===== src/blcl_pkg.sv =====
// Shared constants and types for the black level correction loop
package blcl_pkg;

  // Register offsets
  localparam logic [7:0] BLCL_ADDR_CTRL = 8'h08;
  localparam logic [7:0] BLCL_ADDR_POS  = 8'h09;

  // Reset values
  localparam logic [7:0] BLCL_CTRL_RST  = 8'h00;
  localparam logic [7:0] BLCL_POS_RST   = 8'h00;

  // Field positions in the clamp control register
  localparam int BLCL_REFSEL_LSB  = 0;
  localparam int BLCL_INTEG_LSB   = 2;
  localparam int BLCL_PIXAVG_LSB  = 4;
  localparam int BLCL_LINEAVG_LSB = 6;

  // Reference pulse selection codes
  localparam logic [1:0] BLCL_REF_SHIFT = 2'h1;
  localparam logic [1:0] BLCL_REF_CLAMP = 2'h2;

  // Line averaging codes; the last one runs on every line that finds the sequencer idle
  localparam logic [1:0] BLCL_LINES_15  = 2'h0;
  localparam logic [1:0] BLCL_LINES_31  = 2'h1;
  localparam logic [1:0] BLCL_LINES_63  = 2'h2;
  localparam logic [1:0] BLCL_LINES_INF = 2'h3;

  // Line counts, pixel and error shifts
  localparam logic [5:0] BLCL_LIM_15     = 6'h0F;
  localparam logic [5:0] BLCL_LIM_31     = 6'h1F;
  localparam logic [5:0] BLCL_LIM_63     = 6'h3F;
  localparam int         BLCL_PIX_SHIFT0 = 2;
  localparam int         BLCL_ERR_SHIFT0 = 3;

  // Target compare level taken from the upper ADC bits
  localparam int BLCL_ADC_W  = 16;
  localparam int BLCL_CMP_W  = 12;
  localparam int BLCL_TGT_W  = 10;
  localparam int BLCL_DROP_W = BLCL_ADC_W - BLCL_CMP_W;

  typedef enum logic [1:0] {
    BLCL_IDLE   = 2'b00,
    BLCL_DELAY  = 2'b01,
    BLCL_WINDOW = 2'b10,
    BLCL_UPDATE = 2'b11
  } blcl_state_t;

  function automatic logic [5:0] blcl_line_limit(input logic [1:0] sel);
    case (sel)
      BLCL_LINES_15: blcl_line_limit = BLCL_LIM_15;
      BLCL_LINES_31: blcl_line_limit = BLCL_LIM_31;
      default:       blcl_line_limit = BLCL_LIM_63;
    endcase
  endfunction : blcl_line_limit

  function automatic logic [5:0] blcl_pix_total(input logic [1:0] sel);
    blcl_pix_total = 6'(6'h01 << (BLCL_PIX_SHIFT0 + int'(sel)));
  endfunction : blcl_pix_total

endpackage : blcl_pkg


===== src/blcl_pix_avg.sv =====
// Pixel accumulator and power-of-two averager
`timescale 1ns/100ps
module blcl_pix_avg
  import blcl_pkg::*;
(
  input  wire logic                  sys_clk_i,
  input  wire logic                  rst_n_i,
  input  wire logic                  clear_i,
  input  wire logic                  acc_en_i,
  input  wire logic [BLCL_ADC_W-1:0] adc_code_i,
  input  wire logic [1:0]            pix_sel_i,
  output logic      [BLCL_CMP_W-1:0] avg_o
);

  // Room for 32 compare-level samples
  localparam int SUM_W = BLCL_CMP_W + 5;

  logic [SUM_W-1:0] sum;
  logic [SUM_W-1:0] next_sum;
  logic [SUM_W-1:0] shifted;
  wire  [BLCL_CMP_W-1:0] sample = adc_code_i[BLCL_ADC_W-1:BLCL_DROP_W];

  assign next_sum = sum + SUM_W'(sample);
  assign shifted  = sum >> (BLCL_PIX_SHIFT0 + int'(pix_sel_i));
  assign avg_o    = shifted[BLCL_CMP_W-1:0];

  always_ff @(posedge sys_clk_i or negedge rst_n_i) begin
    if (!rst_n_i) begin
      sum <= '0;
    end else if (clear_i) begin
      sum <= '0;
    end else if (acc_en_i) begin
      sum <= next_sum;
    end
  end

endmodule : blcl_pix_avg


===== src/blcl_offset_integ.sv =====
// Scaled error integration with saturation to the DAC range
`timescale 1ns/100ps
module blcl_offset_integ
  import blcl_pkg::*;
#(
  parameter int OFFSET_W = 10
)
(
  input  wire logic signed [OFFSET_W-1:0]   offset_i,
  input  wire logic        [BLCL_CMP_W-1:0] avg_i,
  input  wire logic        [BLCL_TGT_W-1:0] target_i,
  input  wire logic        [1:0]            integ_sel_i,
  output logic signed      [OFFSET_W-1:0]   next_offset_o
);

  localparam int ERR_W = BLCL_CMP_W + 1;
  localparam int EXT_W = OFFSET_W + ERR_W + 1;

  localparam logic signed [EXT_W-1:0] OFS_MAX =
    EXT_W'((64'sd1 <<< (OFFSET_W - 1)) - 64'sd1);
  localparam logic signed [EXT_W-1:0] OFS_MIN =
    EXT_W'(-(64'sd1 <<< (OFFSET_W - 1)));

  logic signed [ERR_W-1:0] err;
  logic signed [ERR_W-1:0] delta;
  logic signed [EXT_W-1:0] raw;

  // Target minus average gives a positive error when black sits too low
  assign err = $signed({3'h0, target_i}) - $signed({1'b0, avg_i});
  // Arithmetic shift keeps the sign of small negative errors
  assign delta = err >>> (BLCL_ERR_SHIFT0 + int'(integ_sel_i));
  assign raw = EXT_W'(offset_i) + EXT_W'(delta);

  // No limit other than the DAC itself, and no wrap past it
  assign next_offset_o = (raw > OFS_MAX) ? OFS_MAX[OFFSET_W-1:0] :
                         (raw < OFS_MIN) ? OFS_MIN[OFFSET_W-1:0] :
                         raw[OFFSET_W-1:0];

endmodule : blcl_offset_integ


===== src/blcl_loop.sv =====
// Automatic black level correction loop for one channel
//
// Overview of operation
// - Disabled loop leaves manual offset untouched
// - Enabled loop rewrites offset on active lines
// - Window timed from shift or clamp fall
// - Window starts n pixels after reference edge
// - Window samples and averages black pixels
// - Averages 4, 8, 16 or 32 pixels
// - Ten-bit target compares against top ADC bits
// - Error is target minus pixel average
// - Error scaled by 1/8 to 1/64
// - Correction range limited only by DAC
// - Runs 15, 31, 63 lines or forever
// - Finite setting stops after its line count
// - Infinite setting updates every line that starts from idle while enabled
`timescale 1ns/100ps
module blcl_loop
  import blcl_pkg::*;
#(
  parameter int OFFSET_W = 10
)
(
  input  wire logic                         sys_clk_i,
  input  wire logic                         rst_n_i,
  // Register port
  input  wire logic                         reg_wr_i,
  input  wire logic [7:0]                   reg_addr_i,
  input  wire logic [7:0]                   reg_wr_data_i,
  output logic      [7:0]                   reg_rd_data_o,
  // Per-channel settings kept elsewhere in the chip
  input  wire logic                         loop_enable_i,
  input  wire logic [BLCL_TGT_W-1:0]        target_black_i,
  input  wire logic                         offset_wr_i,
  input  wire logic signed [OFFSET_W-1:0]   offset_wr_data_i,
  // Timing and data
  input  wire logic                         start_of_scan_i,
  input  wire logic                         sensor_shift_pulse_i,
  input  wire logic                         input_clamp_pulse_i,
  input  wire logic [BLCL_ADC_W-1:0]        adc_code_i,
  // Results
  output logic signed [OFFSET_W-1:0]        offset_dac_o,
  output logic                              black_calib_window_o,
  output logic                              loop_running_o,
  output logic [5:0]                        line_count_o
);

  //////////////////////////////////////////////////////////////////////////
  // Registers

  // Control fields, low to high: reference select, error divisor, pixels
  // per line, lines per scan. Reference codes 00 and 11 are stored but
  // open no window, so a freshly reset part stays quiet until software
  // picks a pulse.
  logic [7:0] black_clamp_control;
  logic [7:0] auto_clamp_position;

  wire wr_ctrl = reg_wr_i && (reg_addr_i == BLCL_ADDR_CTRL);
  wire wr_pos  = reg_wr_i && (reg_addr_i == BLCL_ADDR_POS);

  wire [1:0] ref_sel   = black_clamp_control[BLCL_REFSEL_LSB +: 2];
  wire [1:0] integ_sel = black_clamp_control[BLCL_INTEG_LSB +: 2];
  wire [1:0] pix_sel   = black_clamp_control[BLCL_PIXAVG_LSB +: 2];
  wire [1:0] line_sel  = black_clamp_control[BLCL_LINEAVG_LSB +: 2];

  logic [7:0] next_rd_data;
  assign next_rd_data = (reg_addr_i == BLCL_ADDR_CTRL) ? black_clamp_control :
                        (reg_addr_i == BLCL_ADDR_POS)  ? auto_clamp_position :
                        8'h00;

  always_ff @(posedge sys_clk_i or negedge rst_n_i) begin
    if (!rst_n_i) begin
      black_clamp_control <= BLCL_CTRL_RST;
    end else if (wr_ctrl) begin
      black_clamp_control <= reg_wr_data_i;
    end
  end

  always_ff @(posedge sys_clk_i or negedge rst_n_i) begin
    if (!rst_n_i) begin
      auto_clamp_position <= BLCL_POS_RST;
    end else if (wr_pos) begin
      auto_clamp_position <= reg_wr_data_i;
    end
  end

  // Read data trails the address by one cycle
  always_ff @(posedge sys_clk_i or negedge rst_n_i) begin
    if (!rst_n_i) begin
      reg_rd_data_o <= 8'h00;
    end else begin
      reg_rd_data_o <= next_rd_data;
    end
  end

  //////////////////////////////////////////////////////////////////////////
  // Reference edge

  // Delayed copies reset low, the idle level of both pulses, so the
  // release of reset never shows a false falling edge
  logic shift_d;
  logic clamp_d;

  always_ff @(posedge sys_clk_i or negedge rst_n_i) begin
    if (!rst_n_i) begin
      shift_d <= 1'b0;
      clamp_d <= 1'b0;
    end else begin
      shift_d <= sensor_shift_pulse_i;
      clamp_d <= input_clamp_pulse_i;
    end
  end

  wire shift_fall = shift_d && !sensor_shift_pulse_i;
  wire clamp_fall = clamp_d && !input_clamp_pulse_i;
  // Codes 00 and 11 select no reference, so no window ever opens
  wire ref_fall = ((ref_sel == BLCL_REF_SHIFT) && shift_fall) ||
                  ((ref_sel == BLCL_REF_CLAMP) && clamp_fall);

  //////////////////////////////////////////////////////////////////////////
  // Line counter

  logic [5:0] line_cnt;
  logic [5:0] next_line_cnt;

  // A finite setting of L lines runs the lines whose count, before the
  // increment, is 0 to L-1; later lines fail the compare and do nothing
  wire infinite  = (line_sel == BLCL_LINES_INF);
  wire lines_ok  = infinite ||
                   (line_cnt < blcl_line_limit(line_sel));
  // Saturates so a long scan never wraps back into the run range
  wire cnt_full  = (line_cnt == BLCL_LIM_63);

  assign next_line_cnt = start_of_scan_i ? 6'h00 :
                         (ref_fall && !cnt_full) ? line_cnt + 6'h01 :
                         line_cnt;

  always_ff @(posedge sys_clk_i or negedge rst_n_i) begin
    if (!rst_n_i) begin
      line_cnt <= 6'h00;
    end else begin
      line_cnt <= next_line_cnt;
    end
  end

  //////////////////////////////////////////////////////////////////////////
  // Window sequencer

  // One line with position n and N pixels, E being the edge that takes
  // the reference fall:
  //   E          idle to delay, delay count loaded with n
  //   E+1..E+n   delay count steps down to zero
  //   E+n+1      delay to window, pixel count loaded with N-1
  //   E+n+2..    one ADC code summed per edge, N in all
  //   E+n+N+1    window to update, average and error settle
  //   E+n+N+2    offset register takes the new value, back to idle
  // A reference fall that arrives while a line runs is counted but
  // starts nothing; the next line waits for the following fall, so a
  // long position plus a long window can swallow every other line.

  blcl_state_t state;
  blcl_state_t next_state;
  logic [7:0]  delay_cnt;
  logic [7:0]  next_delay_cnt;
  logic [5:0]  pix_cnt;
  logic [5:0]  next_pix_cnt;

  wire start_line = ref_fall && loop_enable_i && lines_ok;
  wire pix_last   = (pix_cnt == 6'h00);
  wire delay_done = (delay_cnt == 8'h00);

  always_comb begin
    next_state     = state;
    next_delay_cnt = delay_cnt;
    next_pix_cnt   = pix_cnt;
    case (state)
      BLCL_IDLE: begin
        if (start_line) begin
          next_state     = BLCL_DELAY;
          next_delay_cnt = auto_clamp_position;
        end
      end
      BLCL_DELAY: begin
        if (delay_done) begin
          next_state   = BLCL_WINDOW;
          next_pix_cnt = blcl_pix_total(pix_sel) - 6'h01;
        end else begin
          next_delay_cnt = delay_cnt - 8'h01;
        end
      end
      BLCL_WINDOW: begin
        if (pix_last) begin
          next_state = BLCL_UPDATE;
        end else begin
          next_pix_cnt = pix_cnt - 6'h01;
        end
      end
      BLCL_UPDATE: begin
        next_state = BLCL_IDLE;
      end
      default: begin
        next_state = BLCL_IDLE;
      end
    endcase
    // Disabling mid-line drops the measurement without touching the DAC
    if (!loop_enable_i) begin
      next_state = BLCL_IDLE;
    end
  end

  always_ff @(posedge sys_clk_i or negedge rst_n_i) begin
    if (!rst_n_i) begin
      state <= BLCL_IDLE;
    end else begin
      state <= next_state;
    end
  end

  always_ff @(posedge sys_clk_i or negedge rst_n_i) begin
    if (!rst_n_i) begin
      delay_cnt <= 8'h00;
      pix_cnt   <= 6'h00;
    end else begin
      delay_cnt <= next_delay_cnt;
      pix_cnt   <= next_pix_cnt;
    end
  end

  //////////////////////////////////////////////////////////////////////////
  // Averaging and integration

  logic [BLCL_CMP_W-1:0]       avg;
  logic signed [OFFSET_W-1:0]  next_offset;
  logic signed [OFFSET_W-1:0]  offset;

  wire in_window = (state == BLCL_WINDOW);
  // The sum is cleared in every idle cycle, so an aborted line leaves
  // nothing behind for the next window to add to

  blcl_pix_avg u_pix_avg (
    .sys_clk_i  (sys_clk_i),
    .rst_n_i    (rst_n_i),
    .clear_i    (state == BLCL_IDLE),
    .acc_en_i   (in_window),
    .adc_code_i (adc_code_i),
    .pix_sel_i  (pix_sel),
    .avg_o      (avg)
  );

  blcl_offset_integ #(
    .OFFSET_W (OFFSET_W)
  ) u_offset_integ (
    .offset_i      (offset),
    .avg_i         (avg),
    .target_i      (target_black_i),
    .integ_sel_i   (integ_sel),
    .next_offset_o (next_offset)
  );

  // A software write in the same cycle as an update takes priority
  wire loop_update = (state == BLCL_UPDATE) && loop_enable_i;

  always_ff @(posedge sys_clk_i or negedge rst_n_i) begin
    if (!rst_n_i) begin
      offset <= '0;
    end else if (offset_wr_i) begin
      offset <= offset_wr_data_i;
    end else if (loop_update) begin
      offset <= next_offset;
    end
  end

  //////////////////////////////////////////////////////////////////////////
  // Outputs

  // Flags are taken from the next state so that they change on the same
  // edge as the state register instead of trailing it by one cycle
  wire next_window = (next_state == BLCL_WINDOW);
  wire next_run    = (next_state != BLCL_IDLE);

  always_ff @(posedge sys_clk_i or negedge rst_n_i) begin
    if (!rst_n_i) begin
      black_calib_window_o <= 1'b0;
    end else begin
      black_calib_window_o <= next_window;
    end
  end

  always_ff @(posedge sys_clk_i or negedge rst_n_i) begin
    if (!rst_n_i) begin
      loop_running_o <= 1'b0;
    end else begin
      loop_running_o <= next_run;
    end
  end

  assign offset_dac_o = offset;
  assign line_count_o = line_cnt;

endmodule : blcl_loop


===== config.mk =====
export PLATFORM = sky130hd
export DESIGN_NAME = blcl_loop
export DESIGN_NICKNAME = d
export VERILOG_FILES = /design/src/blcl_pkg.sv /design/src/blcl_pix_avg.sv /design/src/blcl_offset_integ.sv /design/src/blcl_loop.sv
export SDC_FILE = /design/constraint.sdc
export NUM_CORES = 1
export LEC_CHECK = 0
export ABC_CLOCK_PERIOD_IN_PS = 10550
export BUFFER_PORTS_ARGS = -buffer_cell sky130_fd_sc_hd__buf_2
export CAP_MARGIN = 5
export CORE_MARGIN = 10
export CORE_UTILIZATION = 60
export CTS_CLUSTER_DIAMETER = 50
export DETAILED_ROUTE_END_ITERATION = 10
export GPL_ROUTABILITY_DRIVEN = 0
export PLACE_DENSITY_LB_ADDON = 0.2
export SYNTH_ARGS = -nofsm -noshare
export SYNTH_HDL_FRONTEND = slang
export SYNTH_HIERARCHICAL = 1
export SYNTH_SLANG_ARGS = --single-unit

===== constraint.sdc =====
create_clock -name sys_clk_i -period 10.55 [get_ports sys_clk_i]
set_input_delay 2.11 -clock sys_clk_i [delete_from_list [all_inputs] [get_ports sys_clk_i]]
set_output_delay 2.11 -clock sys_clk_i [all_outputs]
set_load 0.01 [all_outputs]

# Word-level counts from Yosys, hierarchy flattened
# Cells that the tools add are included.
# totals
regBits	77
latchBits	0
ramBits	0
mem_bits_ro	0
inputBits	60
wordCells	92
mem_count	0
# classes
add_sub_neg	9
multipliers	0
div_mod_pow	0
magnitude_cmp	3
eq_ne	15
shifts	3
muxes	22
bitwise	0
n_reduce_logical	27
# ops
cell	count
2-to-1 mux 10 bit	4
2-to-1 mux 17 bit	2
2-to-1 mux 8 bit	4
left shift 1 x 32 -> 6 bit, first input constant	1
>> shifter 17 x 32 -> 12 bit	1
greater-than comparator 24 x 10 -> 1 bit, second input constant	1
< comparator 24 x 10 -> 1 bit, second input constant	1
2-to-1 mux 6 bit	4
case mux 6 bit (2 select lines)	2
adder 17 x 12 -> 17 bit	1
equality test 8 x 4 -> 1 bit, second input constant	2
case mux 8 bit (2 select lines)	1
adder 10 x 13 -> 14 bit	1
>>> shifter 13 x 3 -> 13 bit	1
subtractor 10 x 12 -> 13 bit	1
nonzero test 2 bit	6
subtractor 6 x 1 -> 6 bit, second input constant	2
equality test 2 bit, second input constant	5
logical AND 1 bit	10
logical NOT 8 bit	1
2-to-1 mux 2 bit	4
inequality test 2 bit, second input constant	4
case mux 2 bit (4 select lines)	1
subtractor 8 x 1 -> 8 bit, second input constant	1
other kinds (10)	18

# Logic depth before layout (Yosys ltp)
# Gate-level depths: netlist (run 1).
# logic_depth
ltp_word	10
ltp_mapped	23
ltp_nobuf	22

# Modules after synthesis
# The synthesis (run 1) kept the hierarchy.
# by_module_without_submodules
module	instances	cells_each	area_each_um2
blcl_loop	1	257	2820.2
blcl_offset_integ	1	292	2047.0
blcl_pix_avg	1	176	1727.9

# Worst setup path after synthesis (run 1)
# OpenSTA, ideal clock, no wires.
# synth_path
path_kind	in2reg
from	input port target_black_i[0]
to	register offset[0], in the netlist offset_dac_o[0]
setup_time_ps	133
t_arrival_ps	6343
setup_slack_ps	4073
cell_stages	20
n_path_buf	0
path_cell_list	inv_1 -> ha_1 -> fa_1 -> nor2b_1 -> o31a_1 -> o31ai_4 -> a41o_1 -> or4_1 -> nand3_1 -> and3_1 -> ha_1 -> a21o_1 -> a221o_1 -> o2111ai_1 -> or3b_1 -> a2111o_1 -> o21ai_4 -> o311ai_1 -> mux2i_1 -> o21ai_0
# synth_via
elab_chain_len	8
# synth_rtl
item	line	rtl
from (decl)	blcl_loop.sv:33	input wire logic [BLCL_TGT_W-1:0] target_black_i,
subtractor 10 x 12 -> 13 bit *	blcl_offset_integ.sv:29	assign err = $signed({3'h0, target_i}) - $signed({1'b0, avg_i});
>>> shifter 13 x 3 -> 13 bit *	blcl_offset_integ.sv:31	assign delta = err >>> (BLCL_ERR_SHIFT0 + int'(integ_sel_i));
adder 10 x 13 -> 14 bit *	blcl_offset_integ.sv:32	assign raw = EXT_W'(offset_i) + EXT_W'(delta);
< comparator 24 x 10 -> 1 bit	blcl_offset_integ.sv:36	(raw < OFS_MIN) ? OFS_MIN[OFFSET_W-1:0] :
2-to-1 mux 10 bit	blcl_offset_integ.sv:36	
2-to-1 mux 10 bit *	blcl_offset_integ.sv:35	assign next_offset_o = (raw > OFS_MAX) ? OFS_MAX[OFFSET_W-1:0] :
via next_offset[0]	blcl_loop.sv:233	logic signed [OFFSET_W-1:0] next_offset;
2-to-1 mux 10 bit *	blcl_loop.sv:268	end else if (loop_update) begin
2-to-1 mux 10 bit *	blcl_loop.sv:266	end else if (offset_wr_i) begin
to (signal assigned)	blcl_loop.sv:267	offset <= offset_wr_data_i;
to (signal assigned)	blcl_loop.sv:269	offset <= next_offset;
to (decl)	blcl_loop.sv:234	logic signed [OFFSET_W-1:0] offset;
# Mark *: on every way through the listed nets, which the timed path passes. The rest lies on a longest branch. The select of a mux whose other input is x is not followed.
# A chain may end at the register's enable or synchronous reset.

# Final worst setup path (run 1)
# Same ends and word-level chain as after synthesis.

==> impl_metrics.ini, run 1 <==
[floorplan]
dieArea_um2 = 15590
io_pins = 86
chipHeight_um = 124.8
core_um2 = 10790
initial_core_util_pct = 61.11
die_w_um = 124.8
rows = 38

[worst_setup_path]
ff2ff_setup_slack_ns = 4.14
startpoint_type = input pin
cp_num_cells = 21
path_class = input pin to register
slowest_delay_ns = 0.59
cp_slowest_cell = or4_1
r2r_end = offset_dac_o[0]
crit_top_cell = ha_1
cp_data_required_time_ns = 10.80
crit_fanout = 9
cp_top_family = compound AO/OA/AOI/OAI gates
worst_ep_arrival_time_ns = 7.02
worstSetupEndpointType = register
path_buf_inv = 2
reg2reg_from = black_clamp_control[4]
reg2reg_depth = 20
cp_cell_sequence = buf_2, inv_1, ha_1, fa_1, nor2b_1, o31a_1, o31ai_4, a41o_1, or4_1, nand3_1, and3_1, ha_1, a21o_1, a221o_1, o2111ai_1, or3b_1, a2111o_1, o21ai_4, o311ai_1, mux2i_1, o21ai_0

[clock_network]
clock_path_buffers = 2
clkTransAtPathRegs_ns = 0.09
cts_buffers = 9
postCtsHoldBufs = 0
cts_tree = done
root_buffer = clkbuf_8
cts-resized-gates = 0
cts.sink_count = 77
cts_setup_buffers = 0
clock_latency_ns = 0.37
htree_levels = 3

[yosys]
synth_cells = 725
syn_area_per_cell_um2 = 9.097
synth-main-ff-cell = dfrtp_1
synth_edf_count = 0
seq_area_frac_synth_pct = 29.22
synth_seq_cells = 77
synthTopCellsByArea = dfrtp_1, ha_1, mux4_2
syn_area_um2 = 6595
netlist.area_leader.share_pct = 29.22
async_flop_share_pct = 100.0
synth_cell_types = 94
synth_area_leader_cell = dfrtp_1
syn_nets = 831
yosysWarnings = 6

[place]
placement.cell_area_um2 = 7086
pre_cts_ws_ns = 3.460
place_hpwl_mm = 12.72
io_buffers = 81

[global_routing]
grt_start_max_net_pins = 78
use_met2_pct = 36.10
grt-busiest-layer = met2
grt_pass1_vias = 5815
grt_pass1_wl_mm = 28.08
globalRouteMet1Util_pct = 26.48
grt_use_met3_pct = 2.894
grt_antenna_before_repair = 0
grt_overflow = 0
grt_use_total_pct = 21.00

[hold_path]
min_to = pix_cnt[0]
whs_path_depth = 1
worstHoldPathType = register to register
hp-start = pix_cnt[0]

[cells_and_area]
final_common_cell = buf_2
nNetsFinal = 898
multi_input_area_um2 = 4395
fillCellCount = 847
seq_area_um2 = 1927
diodes = 0
fin_area_um2 = 7283
drive_gt1_share_pct = 21.20
area_growth_pct = 10.43
final_cell_mix = buf_2, dfrtp_1, nand2_1

[drt]
vias = 5933
wl_mm = 16.83
ant_nets = 0
vias_per_cell = 6.332
drt_pass1_iterations = 5
drc = 0
drt_iter0_drc = 459
wl_per_cell_um = 17.97

[sta]
grt_setup_unrepaired = no
fmax_mhz = 147.6
timing.final.hold_violations = 0
timing.hold.ws_ns = 0.4956
period_share_pct = 64.20
slew_violations = 0
max_slew_margin_pct = 33.72
worst_pin_slew_ns = 0.9941
fin_tns_setup_ns = 0
min_period_ns = 6.773
finalWorstSetupSlack_ns = 3.777
skew_ns = 0.01113
setup_viol_count_final = 0

[flow_run]
max_cap_viol_count = 0

[pwr]
p_per_area_nw_per_um2 = 134.6
p_leak_nw = 3.336
peakVddDrop_v = 0.00009373

[status]
status = completed
sequential cells by signal, summed over array words and instances (netlist names):
signal,flops
black_calib_window_o,1
clamp_d,1
delay_cnt,8
reg_rd_data_o,8
pix_cnt,6
black_clamp_control,8
offset_dac_o,10
line_count_o,6
loop_running_o,1
u_pix_avg/sum,17
state,2
auto_clamp_position,8
shift_d,1
synthesized netlist by cell type (4+ instances only):
master and instances:
clkbuf_1 19, mux2i_1 23, ha_1 43, and2_1 5, nand4_1 7, nor3b_1 4
a211oi_1 9, or4_1 6, nand2_1 69, buf_2 7, o311ai_1 5, mux2_1 5
o211ai_1 15, and3_1 9, a21o_1 13, nand2b_1 12, or3_1 10, dfrtp_1 77
nor3_1 15, mux4_2 15, xor2_1 9, a21oi_1 36, a211oi_2 4, xnor2_1 14
a22o_1 8, mux2_2 18, o21a_1 8, nor2b_1 10, o21ai_0 38, nor2_1 50
nand3b_1 4, o2111ai_1 4, inv_1 41, a31oi_1 11, nand3_1 13
layer usage:
layer  wire [µm]  share of wire [%]
met2        8433                 50
met5           0                  0
met1        7517                 45
met4         281                1.7
met3         602                3.6
cell families after synthesis:
kind of cell	Yosys count	synth area share, %
fa+ha+maj	46	9.069
compound gates	203	22.31
flops	77	29.22
mux	61	12.54
buf+inv	71	4.174
xor+xnor	25	3.548
simple gates	242	19.14
per-stage QoR:
step / cells / power [W] / util [%]
3_3_place_gp: 921 / 0.0007284 / 65.65
5_1_grt: 937 / 0.001046 / 67.48
2_1_floorplan: 725 / 0.0006424 / -
4_1_cts: 937 / 0.0009805 / 67.48
3_5_place_dp: 921 / 0.0007457 / 65.65
6_report: 937 / 0.0009804 / 67.48
worst max path at each step:
stage / slack, ns / endpoint / from
floorplan: 4.07 / offset_dac_o[0] / target_black_i[0]
finish: 3.78 / offset_dac_o[0] / target_black_i[0]
global route: 3.42 / offset_dac_o[4] / target_black_i[5]
CTS: 3.83 / offset_dac_o[7] / target_black_i[0]
detailed placement: 3.46 / offset_dac_o[0] / target_black_i[0]
global placement: 3.55 / offset_dac_o[0] / target_black_i[0]
power breakdown:
| group | switching [W] | internal, W | leakage, nW | total [W] |
|---|---|---|---|---|
| Combinational | 0.000230 | 0.000169 | 2.20 | 0.000399 |
| Clock | 0.000121 | 0.000112 | 0.101 | 0.000233 |
| Sequential | 0.0000306 | 0.000318 | 1.04 | 0.000348 |
area by class of cell:
class / instances / share of cell area (%)
Inverter: 44 / 2.268
Clock buffer: 10 / 1.752
Tap cell: 140 / 2.405
Sequential cell: 77 / 26.46
Timing Repair Buffer: 83 / 5.807
Multi-Input combinational cell: 577 / 60.35
Clock inverter: 6 / 0.9620
Note: power is estimated with default switching activity, not from simulation.
==> inputs of run 2 (changes only) <==
--- a/config.mk
+++ b/config.mk
@@ -5,11 +5,12 @@
 export SDC_FILE = /design/constraint.sdc
 export NUM_CORES = 1
 export LEC_CHECK = 0
-export ABC_CLOCK_PERIOD_IN_PS = 10550
+export ABC_AREA = 1
+export ABC_CLOCK_PERIOD_IN_PS = 5800
 export BUFFER_PORTS_ARGS = -buffer_cell sky130_fd_sc_hd__buf_2
 export CAP_MARGIN = 5
 export CORE_MARGIN = 10
-export CORE_UTILIZATION = 60
+export CORE_UTILIZATION = 54
 export CTS_CLUSTER_DIAMETER = 50
 export DETAILED_ROUTE_END_ITERATION = 10
 export GPL_ROUTABILITY_DRIVEN = 0
==> constraint.sdc (replaced) <==
create_clock -name sys_clk_i -period 5.8 [get_ports sys_clk_i]
set_input_delay 1.16 -clock sys_clk_i [delete_from_list [all_inputs] [get_ports sys_clk_i]]
set_output_delay 1.16 -clock sys_clk_i [all_outputs]
set_load 0.01 [all_outputs]
==> impl_metrics.ini, run 2 <==
[drt]
drt_iter0_drc = 437
dr.max_layer_used = met4
drc = 0
wl_met1_mm = 8.031
wl_mm = 17.19
wl_per_cell_um = 13.17
drt_pass1_iterations = 6
vias = 6833
vias_per_cell = 5.236
ant_nets = 0
wl_met2_mm = 7.744
route.met3.wl_mm = 1.089

[global_routing]
grt_pass1_wl_mm = 29.96
grt_use_total_pct = 20.14
grt_pass1_vias = 6558
grt_overflow = 0
grt_antenna_before_repair = 0
grt_start_max_net_pins = 78

[worst_setup_path]
cp_data_required_time_ns = 5.96
crit_top_cell = nand2_1
cp_top_family = simple AND/OR/NAND/NOR gates
ff2ff_setup_slack_ns = 0.83
cp_slowest_cell = dfrtp_1
worstSetupEndpointType = register
path_buf_inv = 4
slowest_delay_ns = 0.56
worst_ep_arrival_time_ns = 5.13
startpoint_type = register
path_class = register to register
crit_fanout = 13

[place]
place_hpwl_mm = 13.43
numPlacedInstances = 1289
io_buffers = 81

[sta]
skew_ns = 0.005726
grt_setup_unrepaired = no
timing.final.hold_violations = 0
fmax_mhz = 201.3
period_share_pct = 85.65
fin_tns_setup_ns = 0
max_slew_margin_pct = 21.37
worst_pin_slew_ns = 1.172
slew_violations = 0
min_period_ns = 4.968
setup_viol_count_final = 0

[pwr]
combPwrFrac_pct = 45.0
pwr-share-clk_pct = 25.8
p_leak_nw = 4.204
swShare_pct = 42.15
intPower_w = 0.001427
p_per_area_nw_per_um2 = 324.8
peakVddDrop_v = 0.0001546
switching_power_w = 0.001040
p_seq_share_pct = 29.3

[clock_network]
cts_setup_buffers = 0
htree_levels = 3
root_buffer = clkbuf_16
clock_latency_ns = 0.34
cts_tree = done
cts-resized-gates = 0
cts_buffers = 9
postCtsHoldBufs = 0
clkTransAtPathRegs_ns = 0.06
clock_path_buffers = 2
cts.sink_count = 77

[yosys]
syn_area_per_cell_um2 = 6.359
yosys-top-cells-count = nand2_1, inv_1, nand3_1
seq_area_frac_synth_pct = 28.61
syn_area_um2 = 6734
netlist.area_leader.share_pct = 28.61
synth_area_leader_cell = dfrtp_1
synth_seq_cells = 77
yosysMostFrequentCell = nand2_1
synth_edf_count = 0
synth_cell_types = 44
syn_nets = 1165
synth_cells = 1059
yosysWarnings = 6
async_flop_share_pct = 100.0
synthTopCellsByArea = dfrtp_1, nand2_1, inv_1
synth-main-ff-cell = dfrtp_1

[cells_and_area]
largest_reg_flops = 17
final_cells = 1305
drive_gt1_share_pct = 11.79
area_growth_pct = 12.78
final_cell_mix = nand2_1, inv_1, nand3_1
top_register = u_pix_avg/sum
fillCellCount = 1180
diodes = 0
nNetsFinal = 1238
final_common_cell = nand2_1

[floorplan]
dieArea_um2 = 17340
die_w_um = 131.7
chipHeight_um = 131.7
core_um2 = 12110
initial_core_util_pct = 55.60
rows = 40
io_pins = 86

[status]
status = completed

[hold_path]
worstHoldPathType = register to register

[flow_run]
max_cap_viol_count = 0
[run 2: tightest hold or removal path, cell delays in order (launching register included)]
cell     delay (ns)
dfrtp_1        0.34
nand2_1        0.05
nand2_1        0.05
[run 2: final cells by class]
| type | instances | area [µm²] | area share (%) |
|---|---|---|---|
| clock buffers | 10 | 239.0 | 3.147 |
| well taps | 168 | 210.2 | 2.768 |
| multi-input cells | 797 | 4093 | 53.89 |
| flip-flops and latches | 77 | 1927 | 25.37 |
| clock inverters | 6 | 91.34 | 1.203 |
| repair buffers | 82 | 415.4 | 5.470 |
| inverters | 165 | 619.3 | 8.155 |
[run 2: power by group through the flow]
stage                     Combinational, W  Clock [W]  Sequential (W)
final                              0.00111   0.000635        0.000722
after global routing               0.00129   0.000666        0.000735
after CTS                          0.00110   0.000646        0.000722
after detailed placement           0.00109          0        0.000730
after global placement             0.00108          0        0.000728
after floorplan                   0.000859          0        0.000712
[run 2: layer usage]
metal / vias up / global-route usage, %
met5: - / 0
met2: 201 / 32.75
li1: 3547 / -
met3: 31 / 4.192
met1: 3054 / 26.16
met4: 0 / 6.242
[run 2: metrics by stage]
step	area (µm²)	hold WS, ns	util, %	total power (W)	setup WS (ns)
2_1_floorplan	6734	0.4419	-	0.001571	1.356
3_3_place_gp	7264	0.4570	59.98	0.001806	0.8592
3_5_place_dp	7264	0.4654	59.98	0.001822	0.8431
4_1_cts	7595	0.4813	62.71	0.002471	0.9094
5_1_grt	7595	0.5161	62.71	0.002694	0.3112
6_report	7595	0.4763	62.71	0.002467	0.8321
[run 2: kinds of logic after synthesis]
logic type	count (synthesis)	synth area share, %
buf+inv	185	10.61
simple gates	585	37.29
mux	3	0.4459
compound gates	145	11.71
fa+ha+maj	46	8.882
flops	77	28.61
xor+xnor	18	2.453
[run 2: path summary, 6_finish.rpt]
kind | from | end | cells past startpoint
max | black_clamp_control[5] | offset_dac_o[5] | 32
min reg2reg | delay_cnt[0] | delay_cnt[0] | 2
min in group asynchronous | rst_n_i | offset_dac_o[9] | 1
min | delay_cnt[0] | delay_cnt[0] | 2
max reg2reg | black_clamp_control[5] | offset_dac_o[5] | 32
max in group asynchronous | rst_n_i | black_calib_window_o | 1
